File: config.mk
export PLATFORM = sky130hd
export DESIGN_NAME = hbsl_status_link
export DESIGN_NICKNAME = d
export VERILOG_FILES = /design/src/hbsl_pkg.sv /design/src/hbsl_status_link.sv /design/src/hbsl_word_tx.sv
export SDC_FILE = /design/constraint.sdc
export NUM_CORES = 1
export LEC_CHECK = 0
export BUFFER_PORTS_ARGS = -buffer_cell sky130_fd_sc_hd__buf_2
export CAP_MARGIN = 20
export CORE_AREA = 2 2 109 69
export DETAILED_ROUTE_END_ITERATION = 10
export DIE_AREA = 0 0 111 71
export PLACE_DENSITY_LB_ADDON = 0.05
export SLEW_MARGIN = 20
export SYNTH_ARGS = -nofsm -noshare
export SYNTH_HDL_FRONTEND = slang
export SYNTH_SLANG_ARGS = --single-unit
File: constraint.sdc
create_clock -name ref_clk -period 4.9 [get_ports ref_clk]
set_input_delay 0 -clock ref_clk [delete_from_list [all_inputs] [get_ports ref_clk]]
set_output_delay 0 -clock ref_clk [all_outputs]
set_load 0.01 [all_outputs]
File: src/hbsl_pkg.sv
// Constants and types of the half-bridge status word link
package hbsl_pkg;

    // ==============================================================
    // Register map
    localparam logic [7:0] CTRL_OFS      = 8'h00;
    localparam logic [7:0] STATUS_OFS    = 8'h04;
    localparam logic [7:0] IRQ_STAT_OFS  = 8'h08;
    localparam logic [7:0] IRQ_MASK_OFS  = 8'h0C;
    localparam logic [7:0] SENT_OFS      = 8'h10;

    localparam int         CTRL_LINK_EN  = 0;
    localparam int         CTRL_FORCE    = 1;
    localparam int         CTRL_SW_EN    = 2;
    localparam logic [2:0] CTRL_RST      = 3'h5;

    localparam int         IRQ_SENT      = 0;
    localparam int         IRQ_REQ       = 1;
    localparam int         IRQ_CHANGE    = 2;
    localparam logic [2:0] IRQ_MASK_RST  = 3'h0;

    // ==============================================================
    // Status word fields, held as {bit2,bit1,bit0} and {bit4,bit3}
    localparam logic [2:0] CODE_NONE     = 3'h0;
    localparam logic [2:0] CODE_OV       = 3'h4;
    localparam logic [2:0] CODE_UV100    = 3'h2;
    localparam logic [2:0] CODE_UV85     = 3'h6;
    localparam logic [2:0] CODE_UV70     = 3'h1;
    localparam logic [2:0] CODE_UV55     = 3'h5;
    localparam logic [2:0] CODE_SYS_OT   = 3'h3;
    localparam logic [2:0] CODE_LS_NRDY  = 3'h7;
    localparam logic [1:0] CODE_WARN     = 2'h2;
    localparam logic [1:0] CODE_SHUT     = 2'h1;
    localparam logic [1:0] CODE_HS_NRDY  = 2'h3;
    localparam int         BIT_LS_OC     = 5;
    localparam int         BIT_HS_OC     = 6;

    // ==============================================================
    // Line timing
    localparam int         CLK_PERIOD_NS = 25;
    localparam int         TICK_NS       = 250;
    localparam int         TICK_CYC      = TICK_NS / CLK_PERIOD_NS;
    localparam logic [6:0] TICK_CNT_MAX  = 7'(TICK_CYC - 1);
    localparam logic [3:0] START_TICKS   = 4'h8;
    localparam logic [3:0] SLOT_TICKS    = 4'h4;
    localparam logic [3:0] ONE_LOW       = 4'h1;
    localparam logic [3:0] ZERO_LOW      = 4'h3;
    localparam logic [3:0] REQ_TICKS     = 4'h8;
    localparam logic [2:0] LAST_BIT      = 3'h7;

    typedef enum logic [1:0] {SER_IDLE, SER_START, SER_BITS} hbsl_ser_e;

endpackage : hbsl_pkg

File: src/hbsl_status_link.sv
// Status word encoder, line controller, gate gating and APB registers
//
// Added by the designer: register access over APB and the address map.
`timescale 1ns/1ps
`default_nettype none
module hbsl_status_link #(
    parameter bit PARITY_ODD = 1'b0
) (
    // Clock and reset
    input  wire logic        ref_clk,
    input  wire logic        rst_n,
    // APB slave
    input  wire logic        psel,
    input  wire logic        penable,
    input  wire logic        pwrite,
    input  wire logic [7:0]  paddr,
    input  wire logic [31:0] pwdata,
    input  wire logic [3:0]  pstrb,
    output logic [31:0]      prdata,
    output logic             pready,
    output logic             pslverr,
    output logic             irq,
    // Fault monitors
    input  wire logic        busOvAbove,
    input  wire logic        busOvBelowHyst,
    input  wire logic [3:0]  busUndervoltage,
    input  wire logic        systemSenseIn,
    input  wire logic        lowSideSupplyPinFault,
    input  wire logic        senseShortFault,
    input  wire logic        trimFault,
    input  wire logic        highSideCommLoss,
    input  wire logic        highSideBypassSupplyFault,
    input  wire logic        highSideSupplyPinFault,
    input  wire logic        lowSideThermWarn,
    input  wire logic        lowSideThermShut,
    input  wire logic        lowSideOverCurrent,
    input  wire logic        highSideOverCurrent,
    // Controller gate inputs
    input  wire logic        lowGateInPhaseA,
    input  wire logic        lowGateInPhaseB,
    input  wire logic        highGateInNPhaseA,
    input  wire logic        highGateInNPhaseB,
    // Gate drive, active high
    output logic             lowGateOnPhaseA,
    output logic             lowGateOnPhaseB,
    output logic             highGateOnPhaseA,
    output logic             highGateOnPhaseB,
    // Open-drain status line
    input  wire logic        faultLineIn,
    output logic             faultLineOut,
    output logic             faultLineOe
);

    typedef struct packed {
        logic [6:0]  tickCnt;
        logic        tick;
        logic [2:0]  ctrl;
        logic [2:0]  irqStat;
        logic [2:0]  irqMask;
        logic        irq;
        logic        ovLatched;
        logic [7:0]  word;
        logic [7:0]  lastWord;
        logic        sendPending;
        logic [3:0]  reqCnt;
        logic [3:0]  gates;
        logic        pready;
        logic        pslverr;
        logic [31:0] prdata;
        logic        lineOut;
    } hbsl_top_s;

    hbsl_top_s s;
    hbsl_top_s next_s;

    logic       serStart;
    logic       serBusy;
    logic       serDone;
    logic       serOe;
    logic       hostLow;
    logic       reqEvent;
    logic       chgEvent;
    logic       apbAccess;
    logic [2:0] clrMask;
    logic [2:0] evMask;
    logic [2:0] field0;
    logic [1:0] field1;
    logic [6:0] status7;
    logic       allow;
    logic       lsOn;
    logic       hsOn;

    // ==============================================================
    // Serialiser
    hbsl_word_tx u_tx (
        .ref_clk (ref_clk),
        .rst_n   (rst_n),
        .tick    (s.tick),
        .start   (serStart),
        .frame   (s.word),
        .lineOe  (serOe),
        .busy    (serBusy),
        .done    (serDone)
    );

    // ==============================================================
    // Word encoder
    always_comb begin
        // Fixed order only matters if the exclusive conditions overlap
        if (s.ovLatched) begin
            field0 = hbsl_pkg::CODE_OV;
        end else if (lowSideSupplyPinFault || senseShortFault
                     || trimFault) begin
            field0 = hbsl_pkg::CODE_LS_NRDY;
        end else if (systemSenseIn) begin
            field0 = hbsl_pkg::CODE_SYS_OT;
        end else if (busUndervoltage[3]) begin
            field0 = hbsl_pkg::CODE_UV55;
        end else if (busUndervoltage[2]) begin
            field0 = hbsl_pkg::CODE_UV70;
        end else if (busUndervoltage[1]) begin
            field0 = hbsl_pkg::CODE_UV85;
        end else if (busUndervoltage[0]) begin
            field0 = hbsl_pkg::CODE_UV100;
        end else begin
            field0 = hbsl_pkg::CODE_NONE;
        end
        if (highSideCommLoss || highSideBypassSupplyFault
            || highSideSupplyPinFault) begin
            field1 = hbsl_pkg::CODE_HS_NRDY;
        end else if (lowSideThermShut) begin
            field1 = hbsl_pkg::CODE_SHUT;
        end else if (lowSideThermWarn) begin
            field1 = hbsl_pkg::CODE_WARN;
        end else begin
            field1 = 2'h0;
        end
        // Bit 0 in the lsb, so it leaves the line first
        status7 = {highSideOverCurrent, lowSideOverCurrent,
                   field1, field0};
    end

    // ==============================================================
    // Gate gating
    always_comb begin
        allow = s.ctrl[hbsl_pkg::CTRL_SW_EN] && !s.ovLatched;
    end

    // ==============================================================
    // Line control, events and APB
    always_comb begin
        next_s = s;
        // Divider for the line tick
        next_s.tick = 1'b0;
        if (s.tickCnt == hbsl_pkg::TICK_CNT_MAX) begin
            next_s.tickCnt = 7'h00;
            next_s.tick    = 1'b1;
        end else begin
            next_s.tickCnt = s.tickCnt + 7'h01;
        end
        // Overvoltage latch with hysteresis release
        if (busOvAbove) begin
            next_s.ovLatched = 1'b1;
        end else if (busOvBelowHyst) begin
            next_s.ovLatched = 1'b0;
        end
        next_s.word = {PARITY_ODD ^ (^status7), status7};
        // Our own release must not look like a request
        hostLow  = !faultLineIn && !serOe && !serBusy;
        reqEvent = 1'b0;
        if (hostLow) begin
            if (s.tick && s.reqCnt != hbsl_pkg::REQ_TICKS) begin
                next_s.reqCnt = s.reqCnt + 4'h1;
            end
        end else begin
            reqEvent      = (s.reqCnt == hbsl_pkg::REQ_TICKS);
            next_s.reqCnt = 4'h0;
        end
        // A frame waits for an idle, released line
        serStart = s.sendPending && s.ctrl[hbsl_pkg::CTRL_LINK_EN]
                   && !serBusy && faultLineIn && (s.reqCnt == 4'h0);
        chgEvent = (s.word != s.lastWord) && !serStart;
        if (serStart) begin
            next_s.lastWord = s.word;
        end
        // Set wins over the clear on the same edge
        next_s.sendPending = (s.sendPending && !serStart) || chgEvent
                             || reqEvent
                             || s.ctrl[hbsl_pkg::CTRL_FORCE];
        next_s.ctrl[hbsl_pkg::CTRL_FORCE] = 1'b0;
        evMask = 3'h0;
        evMask[hbsl_pkg::IRQ_SENT]   = serDone;
        evMask[hbsl_pkg::IRQ_REQ]    = reqEvent;
        evMask[hbsl_pkg::IRQ_CHANGE] = chgEvent;
        // APB: setup loads the answer, the access edge completes it
        apbAccess = psel && penable && s.pready;
        clrMask   = 3'h0;
        if (psel && !penable) begin
            next_s.pready  = 1'b1;
            next_s.pslverr = 1'b0;
            next_s.prdata  = 32'h0000_0000;
            if (paddr == hbsl_pkg::CTRL_OFS) begin
                next_s.prdata = {29'h0, s.ctrl};
            end else if (paddr == hbsl_pkg::STATUS_OFS) begin
                next_s.prdata = {22'h0, serBusy, s.ovLatched, s.word};
            end else if (paddr == hbsl_pkg::IRQ_STAT_OFS) begin
                next_s.prdata = {29'h0, s.irqStat};
            end else if (paddr == hbsl_pkg::IRQ_MASK_OFS) begin
                next_s.prdata = {29'h0, s.irqMask};
            end else if (paddr == hbsl_pkg::SENT_OFS) begin
                next_s.prdata = {24'h0, s.lastWord};
            end else begin
                next_s.pslverr = 1'b1;
            end
        end else if (apbAccess) begin
            next_s.pready  = 1'b0;
            next_s.pslverr = 1'b0;
            if (pwrite && pstrb[0] && !s.pslverr) begin
                if (paddr == hbsl_pkg::CTRL_OFS) begin
                    next_s.ctrl = pwdata[2:0];
                end else if (paddr == hbsl_pkg::IRQ_MASK_OFS) begin
                    next_s.irqMask = pwdata[2:0];
                end
            end else if (!pwrite && paddr == hbsl_pkg::IRQ_STAT_OFS) begin
                clrMask = s.prdata[2:0];
            end
        end
        // Only bits that were actually read are cleared
        next_s.irqStat = (s.irqStat & ~clrMask) | evMask;
        next_s.irq     = |(next_s.irqStat & next_s.irqMask);
        // Gate outputs: low side active high, high side active low in
        lsOn = lowGateInPhaseA && allow;
        hsOn = !highGateInNPhaseA && allow;
        // Both on would short the bus, so neither is passed
        next_s.gates[0] = lsOn && !hsOn;
        next_s.gates[2] = hsOn && !lsOn;
        lsOn = lowGateInPhaseB && allow;
        hsOn = !highGateInNPhaseB && allow;
        next_s.gates[1] = lsOn && !hsOn;
        next_s.gates[3] = hsOn && !lsOn;
        next_s.lineOut  = 1'b0;
    end

    always_ff @(posedge ref_clk) begin
        if (!rst_n) begin
            s             <= '0;
            s.ctrl        <= hbsl_pkg::CTRL_RST;
            s.irqMask     <= hbsl_pkg::IRQ_MASK_RST;
            // Report once after power-up
            s.sendPending <= 1'b1;
        end else begin
            s <= next_s;
        end
    end

    assign prdata           = s.prdata;
    assign pready           = s.pready;
    assign pslverr          = s.pslverr;
    assign irq              = s.irq;
    assign lowGateOnPhaseA  = s.gates[0];
    assign lowGateOnPhaseB  = s.gates[1];
    assign highGateOnPhaseA = s.gates[2];
    assign highGateOnPhaseB = s.gates[3];
    assign faultLineOut     = s.lineOut;
    assign faultLineOe      = serOe;
endmodule : hbsl_status_link
`default_nettype wire

File: src/hbsl_word_tx.sv
// Pulse-width serialiser for one status frame on the open-drain line
`timescale 1ns/1ps
`default_nettype none
module hbsl_word_tx (
    // Clock and reset
    input  wire logic       ref_clk,
    input  wire logic       rst_n,
    // Frame request
    input  wire logic       tick,
    input  wire logic       start,
    input  wire logic [7:0] frame,
    // Line drive and status
    output logic            lineOe,
    output logic            busy,
    output logic            done
);

    typedef struct packed {
        hbsl_pkg::hbsl_ser_e st;
        logic [3:0]          cnt;
        logic [2:0]          idx;
        logic [7:0]          sh;
        logic                oe;
        logic                done;
    } hbsl_tx_s;

    hbsl_tx_s s;
    hbsl_tx_s next_s;

    // ==============================================================
    // Start pulse, then one slot per bit, bit 0 first
    always_comb begin
        next_s      = s;
        next_s.done = 1'b0;
        case (s.st)
            hbsl_pkg::SER_IDLE: begin
                if (start) begin
                    next_s.st  = hbsl_pkg::SER_START;
                    next_s.sh  = frame;
                    next_s.cnt = 4'h0;
                    next_s.oe  = 1'b1;
                end
            end
            hbsl_pkg::SER_START: begin
                if (tick) begin
                    if (s.cnt == hbsl_pkg::START_TICKS - 4'h1) begin
                        next_s.st  = hbsl_pkg::SER_BITS;
                        next_s.cnt = 4'h0;
                        next_s.idx = 3'h0;
                        next_s.oe  = 1'b0;
                    end else begin
                        next_s.cnt = s.cnt + 4'h1;
                    end
                end
            end
            hbsl_pkg::SER_BITS: begin
                if (tick) begin
                    if (s.cnt == hbsl_pkg::SLOT_TICKS - 4'h1) begin
                        next_s.cnt = 4'h0;
                        next_s.oe  = 1'b0;
                        if (s.idx == hbsl_pkg::LAST_BIT) begin
                            next_s.st   = hbsl_pkg::SER_IDLE;
                            next_s.done = 1'b1;
                        end else begin
                            next_s.idx = s.idx + 3'h1;
                            next_s.sh  = {1'b0, s.sh[7:1]};
                        end
                    end else begin
                        // A one is a short low, a zero a long low
                        next_s.cnt = s.cnt + 4'h1;
                        next_s.oe  = (s.cnt + 4'h1) <= (s.sh[0] ?
                                     hbsl_pkg::ONE_LOW : hbsl_pkg::ZERO_LOW);
                    end
                end
            end
            default: next_s = '0;
        endcase
    end

    always_ff @(posedge ref_clk) begin
        if (!rst_n) begin
            s <= '0;
        end else begin
            s <= next_s;
        end
    end

    assign lineOe = s.oe;
    assign busy   = (s.st != hbsl_pkg::SER_IDLE);
    assign done   = s.done;

endmodule : hbsl_word_tx
`default_nettype wire

* Word-level counts from Yosys, hierarchy flattened
Cells that the tools add are included.
** Word-level totals
- Register bits after elaboration :: 98
- Bits in latches :: 0
- RAM bits :: 0
- ROM bits :: 0
- Bits of input ports :: 71
- Output and inout port bits :: 41
- Memories :: 0
** Operators by class
- Add/subtract/negate cells :: 4
- Multiply operators :: 0
- Div/mod/pow operators :: 0
- $lt $le $gt $ge :: 1
- Equality and inequality tests :: 20
- Shifts and indexed selects :: 0
- Mux-type cells :: 57
- Bitwise gates (word level) :: 11
- Reduce and logical (&&, ||, !) cells :: 63
** Operators with widths (number)
- $mux W3 :: 16
- $logic_and A1 B1 Y1 :: 24
- $mux W8 :: 3
- $pmux W8 S3 :: 1
- $mux W11 :: 2
- $mux W10 :: 2
- $mux W2 :: 10
- $mux W19 :: 1
- $mux W9 :: 2
- $pmux W6 S3 :: 1
- $eq A8 B4 Y1 const B :: 2
- $logic_not A1 Y1 :: 14
- $mux W1 :: 14
- $reduce_and A4 Y1 :: 3
- $reduce_and A6 Y1 :: 2
- $pmux W3 S3 :: 1
- $add A4 B1 Y4 const B :: 2
- $eq A8 B3 Y1 const B :: 1
- $eq A8 B5 Y1 const B :: 1
- $logic_not A8 Y1 :: 1
- $mux W4 :: 2
- $ne A2 B2 Y1 const B :: 4
- $ne A8 B8 Y1 :: 1
- $add A7 B1 Y7 const B :: 1
- 28 further kinds :: 45

* Logic depth before layout (Yosys ltp)
Gate-level depths: netlist of run 1.
- Depth in word-level cells :: 11
- Depth in mapped cells :: 8
- Gate-level depth less buffers :: 7

* Modules after synthesis
Synthesis of run 1 repeated with hierarchy kept, for this count alone.
** Second synthesis, totals
- Cell total of the unflattened synthesis :: 448
- Area total of the unflattened synthesis :: 3838.7 um^2
** By module, submodules not included
- hbsl_status_link :: times used 1, cells each 319, area each 2727.6 um^2
- hbsl_word_tx :: times used 1, cells each 129, area each 1111.1 um^2

* Worst setup path after synthesis of run 1
Ideal clock, no wire load.
- Kind :: reg2reg
- Start point :: register s (netlist bit pslverr)
- End point :: register s (netlist bit irq)
- Data arrival time :: 1.881 ns
- Required time :: 4.780 ns
- Slack :: 2.900 ns
- Cell stages (with the launch flop) :: 5
- Clock period less this slack :: 2.000 ns
- Path through :: dfxtp_1 or4b_1 or4_4 mux2_4 a211o_1
** Between the ends
- Longest elaborated chain between the ends :: 10
- Elaborated cells on any way between the ends :: 13
- Classes of those cells :: 6 x mux; 4 x bitwise; 3 x reduce/logical
** Ends and longest elaborated chain
- start: declaration :: line hbsl_status_link.sv:73 : hbsl_top_s s;
- start signal: assignment :: line hbsl_status_link.sv:252 : s <= next_s;
- $logic_not A1 Y1 (*) :: line hbsl_status_link.sv:218 : if (pwrite && pstrb[0] && !s.pslverr) begin
- $logic_and A1 B1 Y1 (*) :: line hbsl_status_link.sv:218
- $mux W3 :: line hbsl_status_link.sv:218
- $mux W3 :: line hbsl_status_link.sv:215 : end else if (apbAccess) begin
- $mux W3 :: line hbsl_status_link.sv:198 : if (psel && !penable) begin
- $not A3 Y3 :: line hbsl_status_link.sv:229 : next_s.irqStat = (s.irqStat & ~clrMask) | evMask;
- $and A3 B3 Y3 :: line hbsl_status_link.sv:229
- $or A3 B3 Y3 :: line hbsl_status_link.sv:229
- $and A3 B3 Y3 (*) :: line hbsl_status_link.sv:230 : next_s.irq = |(next_s.irqStat & next_s.irqMask);
- $reduce_or A3 Y1 (*) :: line hbsl_status_link.sv:230
Mark *: on every way between the ends. The rest lies on a longest branch, timed or not.
A chain may end at the register's enable or synchronous reset.

* Final worst setup path of run 1
- Start point :: register u_tx.s[13] in the netlist's numbering
- End point :: register u_tx.s[3] in the netlist's numbering
** Between the ends
- Longest elaborated chain between the ends :: 3
** Ends and longest elaborated chain
- start: declaration :: line hbsl_word_tx.sv:27 : hbsl_tx_s s;
- start signal: assignment :: line hbsl_word_tx.sv:84 : s <= next_s;
- $eq A4 B2 Y1 :: line hbsl_word_tx.sv:58 : if (s.cnt == hbsl_pkg::SLOT_TICKS - 4'h1) begin
- $ne A2 B1 Y1 (no line)
- $reduce_and A5 Y1 (no line)
Every way passes these cells.

==> summary.md, run 1 <==
| Metric | Value |
|---|---|
| First-pass GRT wire length | 14,200 µm |
| Hold Fails Final Rpt | 0 |
| Number of synthesized flops with an enable pin | 0 |
| CP Capture Type | register |
| Post_cts resized | 0 |
| Post-Syn Area | 3720 µm² |
| Vias per cell | 5.27 |
| Arrival time at the worst endpoint | 2510 ps |
| Setup crit start kind | register |
| First drt pass iteration count | 4 |
| Worst Setup SP | u_tx.s[13]$_SDFFE_PN0P_ |
| Clock sinks | 75 |
| Die H | 71 µm |
| Final #Nets | 564 |
| Main synth FF type | dfxtp_1 |
| WHS Endpoint | s[70]$_SDFFE_PN1P_ |
| CTS Buf Count | 9 |
| Clock Latency Late Sink | 340 ps |
| Power per Cell Area | 333 nW/µm² |
| Clock Tree Root | clkbuf_16 |
| Post CTS Setup Buffer Count | 0 |
| HPWL Detailed | 5790 µm |
| Initial Util | 53.6% |
| Vias | 3,067 |
| Worst hold-check path type | input pin to register |
| Unrepaired setup endpoints after global routing | no |
| I/O Buffers | 56 |
| CTS H-tree lvls | 3 |
| Hold_sp | rst_n |
| Final routed DRC violation total | 0 |
| Endpoints failing setup | 0 |
| R2r startpoint | u_tx.s[13]$_SDFFE_PN0P_ |
| Avg Synthesized Cell Area | 8.79 µm² |
| Library cells used by synthesis | 59 |
| Wirelength per Cell | 14.3 µm |
| Critical Path RT | 5140 ps |
| Cells after Synth | 423 |
| Tcrit/Tclk final | 46.3% |
| Tot GR Track Use | 22.6% |
| # fillers | 616 |
| Initial antenna violation count | 0 |
| Layout cells sized above 1 | 16.7% |
| Max VDD drop | 0.233 mV |
| FP Rows | 24 |
| FF-to-FF path depth | 6 |
| Core area | 6940 µm² |
| Synth Register Bits | 75 |
| Fmax | 0.440 GHz |
| Ports | 112 |
| Status | finished, final reports clean |
| Leakage | 0.00192 µW |
| Post-DRT Antenna Nets | 0 |
| Die Area | 7880 µm² |
| Synth warn | 0 |
| Reg2reg end | u_tx.s[3]$_SDFFE_PN0P_ |
| CTS tree | yes |
| Worst hold stages | 2 |
| Antenna diodes | 0 |
| CTS Buffer Depth | 2 |
| DRT iter0 DRCs | 179 |
| Setup CP Type | register to register |
| Slew @ Worst Pin | 787 ps |
| Layout area overhead | 18.9% |
| Final core utilization | 63.7% |
| Vias in the first global route | 2,891 |
| Slew HR | 47.5% |
| Max-slew violation count | 0 |
| RePlAce Congestion | 0.815 |
| DIE WIDTH | 111 µm |
| Pin count of the biggest net entering global routing | 24 |
| Seq/Total Area, Yosys | 40.4% |
| Remaining global-route overflow | 0 |
| Max-Cap Viols | 0 |
| TNS Setup | 0 ps |
| Drt total wl | 8340 µm |
| Max FO, Critical Path | 15 |
| FF-to-FF setup slack | 2630 ps |
| Clock Pin Slew Worst Setup and Hold Paths | 50 ps |
| Clock Skew | 6.23 ps |
| Min cycle time layout | 2270 ps |
| Async set or reset register ratio after synthesis | 0% |
==> logic make-up after synthesis <==
group	count (synthesis)	share of synthesized area (%)
XOR/XNOR	21	5.32
adder cells (fa/ha/maj)	7	2.36
AND/OR/NAND/NOR	156	22.2
flip-flops	75	40.4
multiplexers	21	6.13
AO/OA/AOI/OAI	75	13.3
buffers and inverters	67	10.2
other	1	0.101
==> layout by cell type (no fill, tap or decap), types with 3 or more instances in the layout <==
master and n:
a211oi_1 9, a21oi_1 19, a22oi_1 14, a311oi_1 3
a31oi_1 6, and2_1 9, and3_1 4, buf_2 56
clkbuf_16 9, conb_1 23, dfxtp_1 75, dlygate4sd3_1 23
ha_1 7, inv_1 15, mux2i_1 19, nand2_1 24
nand2b_1 6, nand3_1 8, nand3b_1 4, nor2_1 59
nor3_1 8, nor4_1 9, o21ai_0 9, or4b_1 3
xnor2_1 6, xor2_1 14
==> final cells by class <==
type | count | area, µm² | area share, %
Clock buffer | 12 | 246 | 5.58
Tap cell | 91 | 114 | 2.58
Sequential cell | 75 | 1500 | 34.0
Multi-Input combinational cell | 303 | 1920 | 43.5
Inverter | 16 | 60.1 | 1.36
Timing Repair Buffer | 81 | 526 | 11.9
Clock inverter | 4 | 50.0 | 1.13
==> cells in the mapped netlist (3+ instances only) <==
cell type / n / area share, %
ha_1: 7 / 2.4
nor3_1: 8 / 1.1
inv_1: 15 / 1.5
nor2_1: 59 / 6.0
a22oi_1: 14 / 2.8
nand3_1: 8 / 1.1
dfxtp_1: 75 / 40
nand3b_1: 4 / 0.81
nor4_1: 9 / 1.5
mux2i_1: 19 / 5.1
clkbuf_1: 16 / 1.6
xnor2_1: 6 / 1.4
a21oi_1: 19 / 2.6
nand2_1: 24 / 2.4
and2_1: 9 / 1.5
a211oi_1: 9 / 1.8
buf_4: 33 / 6.7
a311oi_1: 3 / 0.71
a31oi_1: 6 / 1.0
or4b_1: 3 / 0.81
o21ai_0: 9 / 1.2
and3_1: 4 / 0.67
xor2_1: 14 / 3.3
nand2b_1: 6 / 1.0
==> routing by layer <==
layer	track usage, %	vias to the layer above	wire, µm
met5	0	-	0
met4	7.64	0	106
met3	6.51	10	369
met2	34.4	87	3590
met1	31.2	1410	4270
li1	-	1560	-
==> how the worst max path moves through the flow <==
stage	cells past startpoint	slack, ps	to
floorplan	4	2900	irq$_SDFF_PN0_
global placement	6	2750	u_tx.s[5]$_SDFFE_PN0P_
detailed placement	6	2680	u_tx.s[3]$_SDFFE_PN0P_
CTS	6	2660	u_tx.s[3]$_SDFFE_PN0P_
global route	6	2340	u_tx.s[3]$_SDFFE_PN0P_
finish	6	2630	u_tx.s[3]$_SDFFE_PN0P_
==> what timing repair did <==
action / CTS / global route
endpoints found under the hold margin: 16 / 0
hold buffers: 23 / 0
setup endpoints to repair: 0 / 0
==> critical path, cell delays in order (launching register included) <==
cell      delay, ps
dfxtp_1         480
ha_1            280
nor3b_1         420
a31o_1          240
a21o_1          420
nor2_1           80
a211oi_1        250
==> per-stage QoR <==
stage          power, µW  hold slack [ps]  cells  setup slack [ps]  instance area, µm²
2_1_floorplan        784             76.1    445              2900                3800
3_3_place_gp         813              174    543              2750                3890
3_5_place_dp         817              181    543              2680                3890
4_1_cts             1490             9.91    582              2660                4420
5_1_grt             1540             39.9    582              2340                4420
6_report            1470             30.3    582              2630                4420
==> sequential cells by signal, summed over array words and instances (netlist names) <==
name	count
s	39
u_tx.s	17
prdata	10
highGateOnPhaseA	1
highGateOnPhaseB	1
irq	1
lowGateOnPhaseA	1
lowGateOnPhaseB	1
pready	1
pslverr	1
u_tx.done	1
u_tx.lineOe	1
==> power by group <==
| group | switching, µW | internal [µW] | leakage, µW | total (µW) |
|---|---|---|---|---|
| clock | 245 | 407 | 0.000139 | 652 |
| combinational | 87.3 | 71.1 | 0.00116 | 158 |
| sequential | 25.4 | 636 | 0.000612 | 662 |
No activity file was read; power rests on OpenSTA's default activity.
==> run 2: changes to the inputs <==
--- a/config.mk
+++ b/config.mk
@@ -7,9 +7,9 @@
 export LEC_CHECK = 0
 export BUFFER_PORTS_ARGS = -buffer_cell sky130_fd_sc_hd__buf_2
 export CAP_MARGIN = 20
-export CORE_AREA = 2 2 109 69
+export CORE_AREA = 2 2 113 71
 export DETAILED_ROUTE_END_ITERATION = 10
-export DIE_AREA = 0 0 111 71
+export DIE_AREA = 0 0 115 73
 export PLACE_DENSITY_LB_ADDON = 0.05
 export SLEW_MARGIN = 20
 export SYNTH_ARGS = -nofsm -noshare
==> constraint.sdc (replaced) <==
create_clock -name ref_clk -period 2.35 [get_ports ref_clk]
set_input_delay 0 -clock ref_clk [delete_from_list [all_inputs] [get_ports ref_clk]]
set_output_delay 0 -clock ref_clk [all_outputs]
set_load 0.01 [all_outputs]
==> summary.md, run 2 (same netlist as run 1, synthesis figures left out) <==
| Metric | Value |
|---|---|
| Max FO, Critical Path | 15 (unchanged) |
| HPWL Detailed | 5990 µm (+3.5%) |
| Die Area | 8400 µm² (+6.5%) |
| Remaining global-route overflow | 0 (unchanged) |
| Slew HR | 65.1% (+18 points) |
| Slew @ Worst Pin | 519 ps (-268 ps) |
| CTS tree | yes |
| Tot GR Track Use | 21.5% (-1.1 points) |
| Clock Tree Root | clkbuf_16 |
| Max-slew violation count | 0 (unchanged) |
| Power per Cell Area | 737 nW/µm² (+120%) |
| Initial Util | 49.5% (-4.1 points) |
| DIE WIDTH | 115 µm (+3.6%) |
| Clock sinks | 75 (unchanged) |
| Unrepaired setup endpoints after global routing | no |
| FF-to-FF path depth | 6 (unchanged) |
| CP Capture Type | register |
| Max-Cap Viols | 0 (unchanged) |
| FF-to-FF setup slack | 280 ps (-2350 ps) |
| Antenna diodes | 0 (unchanged) |
| Final routed DRC violation total | 0 (unchanged) |
| Top reg by flops | s |
| Worst hold-check path type | input pin to register |
| Clock Latency Late Sink | 330 ps (about the same) |
| First-pass GRT wire length | 14,100 µm (-0.49%) |
| TNS Setup | 0 ps (unchanged) |
| RePlAce Congestion | 0.812 (-0.38%) |
| Max VDD drop | 0.602 mV (+160%) |
| Clock Pin Slew Worst Setup and Hold Paths | 50 ps (about the same) |
| Hold Fails Final Rpt | 0 (unchanged) |
| Worst path slowest cell | dfxtp_1 |
| Layout area overhead | 22.3% |
| Worst path cell trace | ha_1 -> nor3b_1 -> a31o_1 -> a21o_1 -> nor2_1 -> a211oi_1 |
| Reg2reg end | u_tx.s[4]$_SDFFE_PN0P_ |
| # fillers | 645 (+4.7%) |
| Vias | 3,122 (+1.8%) |
| Core area | 7510 µm² (+8.2%) |
| Status | finished, final reports clean |
| Crit path to | u_tx.s[4]$_SDFFE_PN0P_ |
| Wirelength per Cell | 14.3 µm (about the same) |
| Post_cts resized | 0 (unchanged) |
| Layout cells sized above 1 | 18.6% (+1.9 points) |
| Min cycle time layout | 2070 ps (-202 ps) |
| I/O Buffers | 56 (unchanged) |
| Initial antenna violation count | 0 (unchanged) |
| R2r startpoint | u_tx.s[13]$_SDFFE_PN0P_ |
| FP Rows | 25 (+4.2%) |
| Max reg flops | 39 (unchanged) |
| Fmax | 0.483 GHz (+9.8%) |
| Inst Count DP | 555 (+2.2%) |
| Die H | 73 µm (+2.8%) |
| Most frequent cells in the layout | 75 x dfxtp_1, 59 x nor2_1, 56 x buf_2, 24 x nand2_1, 23 x conb_1 |
| Drt total wl | 8510 µm (+1.9%) |
| Final cell count without fillers | 593 (+1.9%) |
| DRT iter0 DRCs | 147 (-18%) |
| Tcrit/Tclk final | 88.0% (+42 points) |
| CTS Buf Count | 9 (unchanged) |
| CTS Buffer Depth | 2 (unchanged) |
| Commonest non-fill, non-tap cell in the layout | dfxtp_1 |
| Setup CP Type | register to register |
| Vias in the first global route | 2,912 (+0.73%) |
| Clock Skew | 4.77 ps (-1.46 ps) |
| Leakage | 0.00200 µW (+4.4%) |
| Vias per cell | 5.26 (about the same) |
| Pin count of the biggest net entering global routing | 22 (-8.3%) |
| Setup crit start kind | register |
| CTS H-tree lvls | 3 (unchanged) |
| Ports | 112 (unchanged) |
| Final #Nets | 572 (+1.4%) |
| Arrival time at the worst endpoint | 2310 ps (-200 ps) |
| Worst Setup SP | u_tx.s[13]$_SDFFE_PN0P_ |
| First drt pass iteration count | 4 (unchanged) |
| Endpoints failing setup | 0 (unchanged) |
| Slowest stage delay, CP | 480 ps (about the same) |
| Post-DRT Antenna Nets | 0 (unchanged) |
| Critical Path RT | 2590 ps (-2550 ps) |
==> run 2: changes by cell type in the layout (fill, tap and decap cells not counted), sizes merged <==
cell / delta
dlygate4sd3: -1
clkinvlp: -2
bufinv: +2
buf: +9
==> run 2: where the power goes <==
part,internal (µW),switching (µW)
clock,1120,509
sequential,1330,49.2
combinational,157,187
==> run 2: timing repair <==
item,CTS,global route
hold endpoints to repair,16,0
setup buffers,0,0
hold buffers,22,0
==> run 2: worst min-delay path by stage <==
stage / from / endpoint / cells past startpoint
2_1_floorplan: highGateInNPhaseA / highGateOnPhaseA$_SDFF_PN0_ / 1
3_3_place_gp: highGateInNPhaseA / highGateOnPhaseA$_SDFF_PN0_ / 2
3_5_place_dp: highGateInNPhaseA / highGateOnPhaseA$_SDFF_PN0_ / 2
4_1_cts: trimFault / s[54]$_SDFF_PN0_ / 4
5_1_grt: faultLineIn / s[40]$_SDFFE_PN0P_ / 4
6_report: trimFault / s[54]$_SDFF_PN0_ / 4
==> run 2: critical path, delay by kind of cell, from the launching register on <==
kind	cells	cell delay, ps
AO/OA/AOI/OAI	3	830
adder cells (fa/ha/maj)	1	320
AND/OR/NAND/NOR	2	360
flip-flops	1	480
==> run 2: cell type report <==
| class | instances | area [µm²] | share of cell area (%) |
|---|---|---|---|
| Clock buffer | 12 | 267 | 5.87 |
| Clock inverter | 4 | 95.1 | 2.09 |
| Inverter | 16 | 60.1 | 1.32 |
| Multi-Input combinational cell | 303 | 1920 | 42.2 |
| Sequential cell | 75 | 1500 | 33.0 |
| Tap cell | 94 | 118 | 2.59 |
| Timing Repair Buffer | 89 | 583 | 12.8 |
==> run 2: metal layers <==
metal  track usage (%)  vias to the layer above  share of wire [%]
li1                  -                     1587                  -
met1              30.5                     1451                 51
met2              32.1                       73                 43
met3              5.23                       11                4.5
met4              7.63                        0                1.2
met5                 0                        -                  0
==> run 2: per-stage QoR <==
stage | hold slack, ps | setup WS [ps] | cell area (µm²) | power (µW) | utilization (%)
6_report | 43.3 | 281 | 4540 | 3350 | 60.5
5_1_grt | 87.0 | 67.2 | 4540 | 3490 | 60.5
4_1_cts | 51.2 | 279 | 4540 | 3370 | 60.5
3_5_place_dp | 181 | 299 | 3960 | 1720 | 52.8
3_3_place_gp | 178 | 308 | 3960 | 1710 | 52.8
2_1_floorplan | 76.1 | 350 | 3800 | 1630 | -
==> run 3: changes to the inputs <==
--- a/config.mk
+++ b/config.mk
@@ -10,7 +10,7 @@
 export CORE_AREA = 2 2 113 71
 export DETAILED_ROUTE_END_ITERATION = 10
 export DIE_AREA = 0 0 115 73
-export PLACE_DENSITY_LB_ADDON = 0.05
+export PLACE_DENSITY = 0.78
 export SLEW_MARGIN = 20
 export SYNTH_ARGS = -nofsm -noshare
 export SYNTH_HDL_FRONTEND = slang
==> summary.md, run 3 (same netlist as run 1, synthesis figures left out) <==
| Metric | Value |
|---|---|
| Status | finished, final reports clean |
| NetSw | 755 µW (+1.3%) |
| Max-Cap Viols | 0 (unchanged) |
| Slew @ Worst Pin | 513 ps (-6.33 ps) |
| DIE WIDTH | 115 µm (unchanged) |
| TNS Setup | 0 ps (unchanged) |
| Die H | 73 µm (unchanged) |
| Commonest non-fill, non-tap cell in the layout | dfxtp_1 |
| Pin count of the biggest net entering global routing | 24 (+9.1%) |
| Clock Tree Root | clkbuf_16 |
| Max reg flops | 39 (unchanged) |
| Max VDD drop | 0.464 mV (-23%) |
| FF-to-FF path depth | 6 (unchanged) |
| Sequential fraction of design power | 42.8% (+1.7 points) |
| Vias per cell | 5.47 (+3.8%) |
| Logic pwr share | 10.8% (+0.5 points) |
| Core area | 7510 µm² (unchanged) |
| CTS Buffer Depth | 2 (unchanged) |
| Remaining global-route overflow | 0 (unchanged) |
| Total Power | 3220 µW (-3.9%) |
| Switching part of the total | 23.5% (+1.2 points) |
| Drt total wl | 8820 µm (+3.8%) |
| Highest Signal Layer | met4 |
| Hold Fails Final Rpt | 0 (unchanged) |
| Clock Pin Slew Worst Setup and Hold Paths | 60 ps (about the same) |
| Wirelength per Cell | 14.9 µm (+4.1%) |
| Inst Count DP | 555 (unchanged) |
| FP Rows | 25 (unchanged) |
| I/O Buffers | 56 (unchanged) |
| Ports | 112 (unchanged) |
| CP Capture Type | register |
| Setup crit start kind | register |
| Final WS setup | 262 ps (-19.8 ps) |
| Clock share of power | 46.4% (-2.3 points) |
| Initial antenna violation count | 0 (unchanged) |
| HPWL Detailed | 6120 µm (+2.1%) |
| Max-slew violation count | 0 (unchanged) |
| First-pass GRT wire length | 14,300 µm (+1.3%) |
| Tcrit/Tclk final | 88.9% (+0.84 points) |
| DP Area | 3960 µm² (unchanged) |
| Min cycle time layout | 2090 ps (+19.8 ps) |
| Final #Nets | 571 (-0.17%) |
| CTS Buf Count | 9 (unchanged) |
| DR WL met3 | 669 µm (+76%) |
| Endpoints failing setup | 0 (unchanged) |
| Vias in the first global route | 2,984 (+2.5%) |
| Clock Latency Late Sink | 340 ps (about the same) |
| Final routed DRC violation total | 0 (unchanged) |
| Die Area | 8400 µm² (unchanged) |
| CTS tree | yes |
| Post-DRT Antenna Nets | 0 (unchanged) |
| Top reg by flops | s |
| CTS H-tree lvls | 3 (unchanged) |
| Fmax | 0.479 GHz (-0.95%) |
| Final cell count without fillers | 591 (-0.34%) |
| First drt pass iteration count | 5 (+1) |
| Hold buffers post-CTS | 21 (-4.5%) |
| Layout area overhead | 21.0% |
| Worst hold-check path type | input pin to register |
| Worst hold stages | 4 (unchanged) |
| Vias | 3,230 (+3.5%) |
| Design area | 4500 µm² (-0.99%) |
| Slew HR | 65.5% (+0.43 points) |
| Layout cells sized above 1 | 18.5% (-0.13 points) |
| Unrepaired setup endpoints after global routing | no |
| Most frequent cells in the layout | 75 x dfxtp_1, 59 x nor2_1, 56 x buf_2, 24 x nand2_1, 23 x conb_1 |
| Clock Skew | 5.86 ps (+1.09 ps) |
| Pint | 2460 µW (-5.4%) |
| M1 WL | 4130 µm (-5.1%) |
| Max FO, Critical Path | 15 (unchanged) |
| Critical Path RT | 2600 ps (about the same) |
| Setup CP Type | register to register |
| DRT iter0 DRCs | 179 (+22%) |
| Leakage | 0.00198 µW (-0.98%) |
| Met2 Wirelength | 3880 µm (+6.0%) |
| Tot GR Track Use | 22.4% (+0.89 points) |
| Pre-CTS WS | 277 ps (-22.0 ps) |
| Post CTS Setup Buffer Count | 0 (unchanged) |
| Antenna diodes | 0 (unchanged) |
| Power per Cell Area | 715 nW/µm² (-3.0%) |
| Initial Util | 49.5% (unchanged) |
| Clock sinks | 75 (unchanged) |
| # fillers | 642 (-0.47%) |
| Post_cts resized | 0 (unchanged) |
| RePlAce Congestion | 0.823 (+1.4%) |
| Arrival time at the worst endpoint | 2340 ps (+30 ps) |
## run 3: cell count changes in the layout (fill, tap and decap cells not counted)
cell | previous run | this run
bufinv_16 | 3 | 2
clkbuf_8 | 3 | 2
clkinv_4 | 0 | 1
dlygate4sd3_1 | 22 | 21
## run 3: power by group through the flow
stage / Clock, µW / Combinational [µW] / Sequential (µW)
3_5_place_dp: 0 / 315 / 1400
2_1_floorplan: 0 / 245 / 1390
6_report: 1490 / 348 / 1380
5_1_grt: 1580 / 388 / 1380
4_1_cts: 1520 / 344 / 1380
3_3_place_gp: 0 / 303 / 1400
## run 3: final timing paths
path / startpoint / endpoint / slack [ps]
worst min-delay path: lowSideSupplyPinFault / s[54]$_SDFF_PN0_ / 70
worst max register to register: u_tx.s[13]$_SDFFE_PN0P_ / u_tx.s[6]$_SDFFE_PN0P_ / 260
worst min register to register: prdata[3]$_SDFFE_PN0P_ / prdata[3]$_SDFFE_PN0P_ / 450
worst max-delay path: u_tx.s[13]$_SDFFE_PN0P_ / u_tx.s[6]$_SDFFE_PN0P_ / 260
## run 3: layout make-up
cell class,instances,area [µm²],share of cell area (%)
Multi-Input combinational cell,303,1920,42.7
Sequential cell,75,1500,33.4
Timing Repair Buffer,88,573,12.7
Clock buffer,11,253,5.62
Tap cell,94,118,2.61
Clock inverter,4,73.8,1.64
Inverter,16,60.1,1.34
## run 3: critical path: stages, from the launching register on
cell and delay, ps:
dfxtp_1 490, ha_1 300, nor3b_1 290, a31o_1 230
a21o_1 400, nor2_1 80, a211oi_1 220
## run 3: metal layers
metal / track usage, % / vias to the layer above
met2: 33.1 / 133
met4: 6.96 / 0
met1: 30.7 / 1511
li1: - / 1571
met5: 0 / -
met3: 8.06 / 15
## run 3: stage by stage
| step | hold slack, ps | utilization [%] |
|---|---|---|
| 5_1_grt | 87.2 | 59.9 |
| 3_5_place_dp | 189 | 52.8 |
| 6_report | 67.7 | 59.9 |
| 2_1_floorplan | 76.1 | - |
| 3_3_place_gp | 178 | 52.8 |
| 4_1_cts | 54.0 | 59.9 |
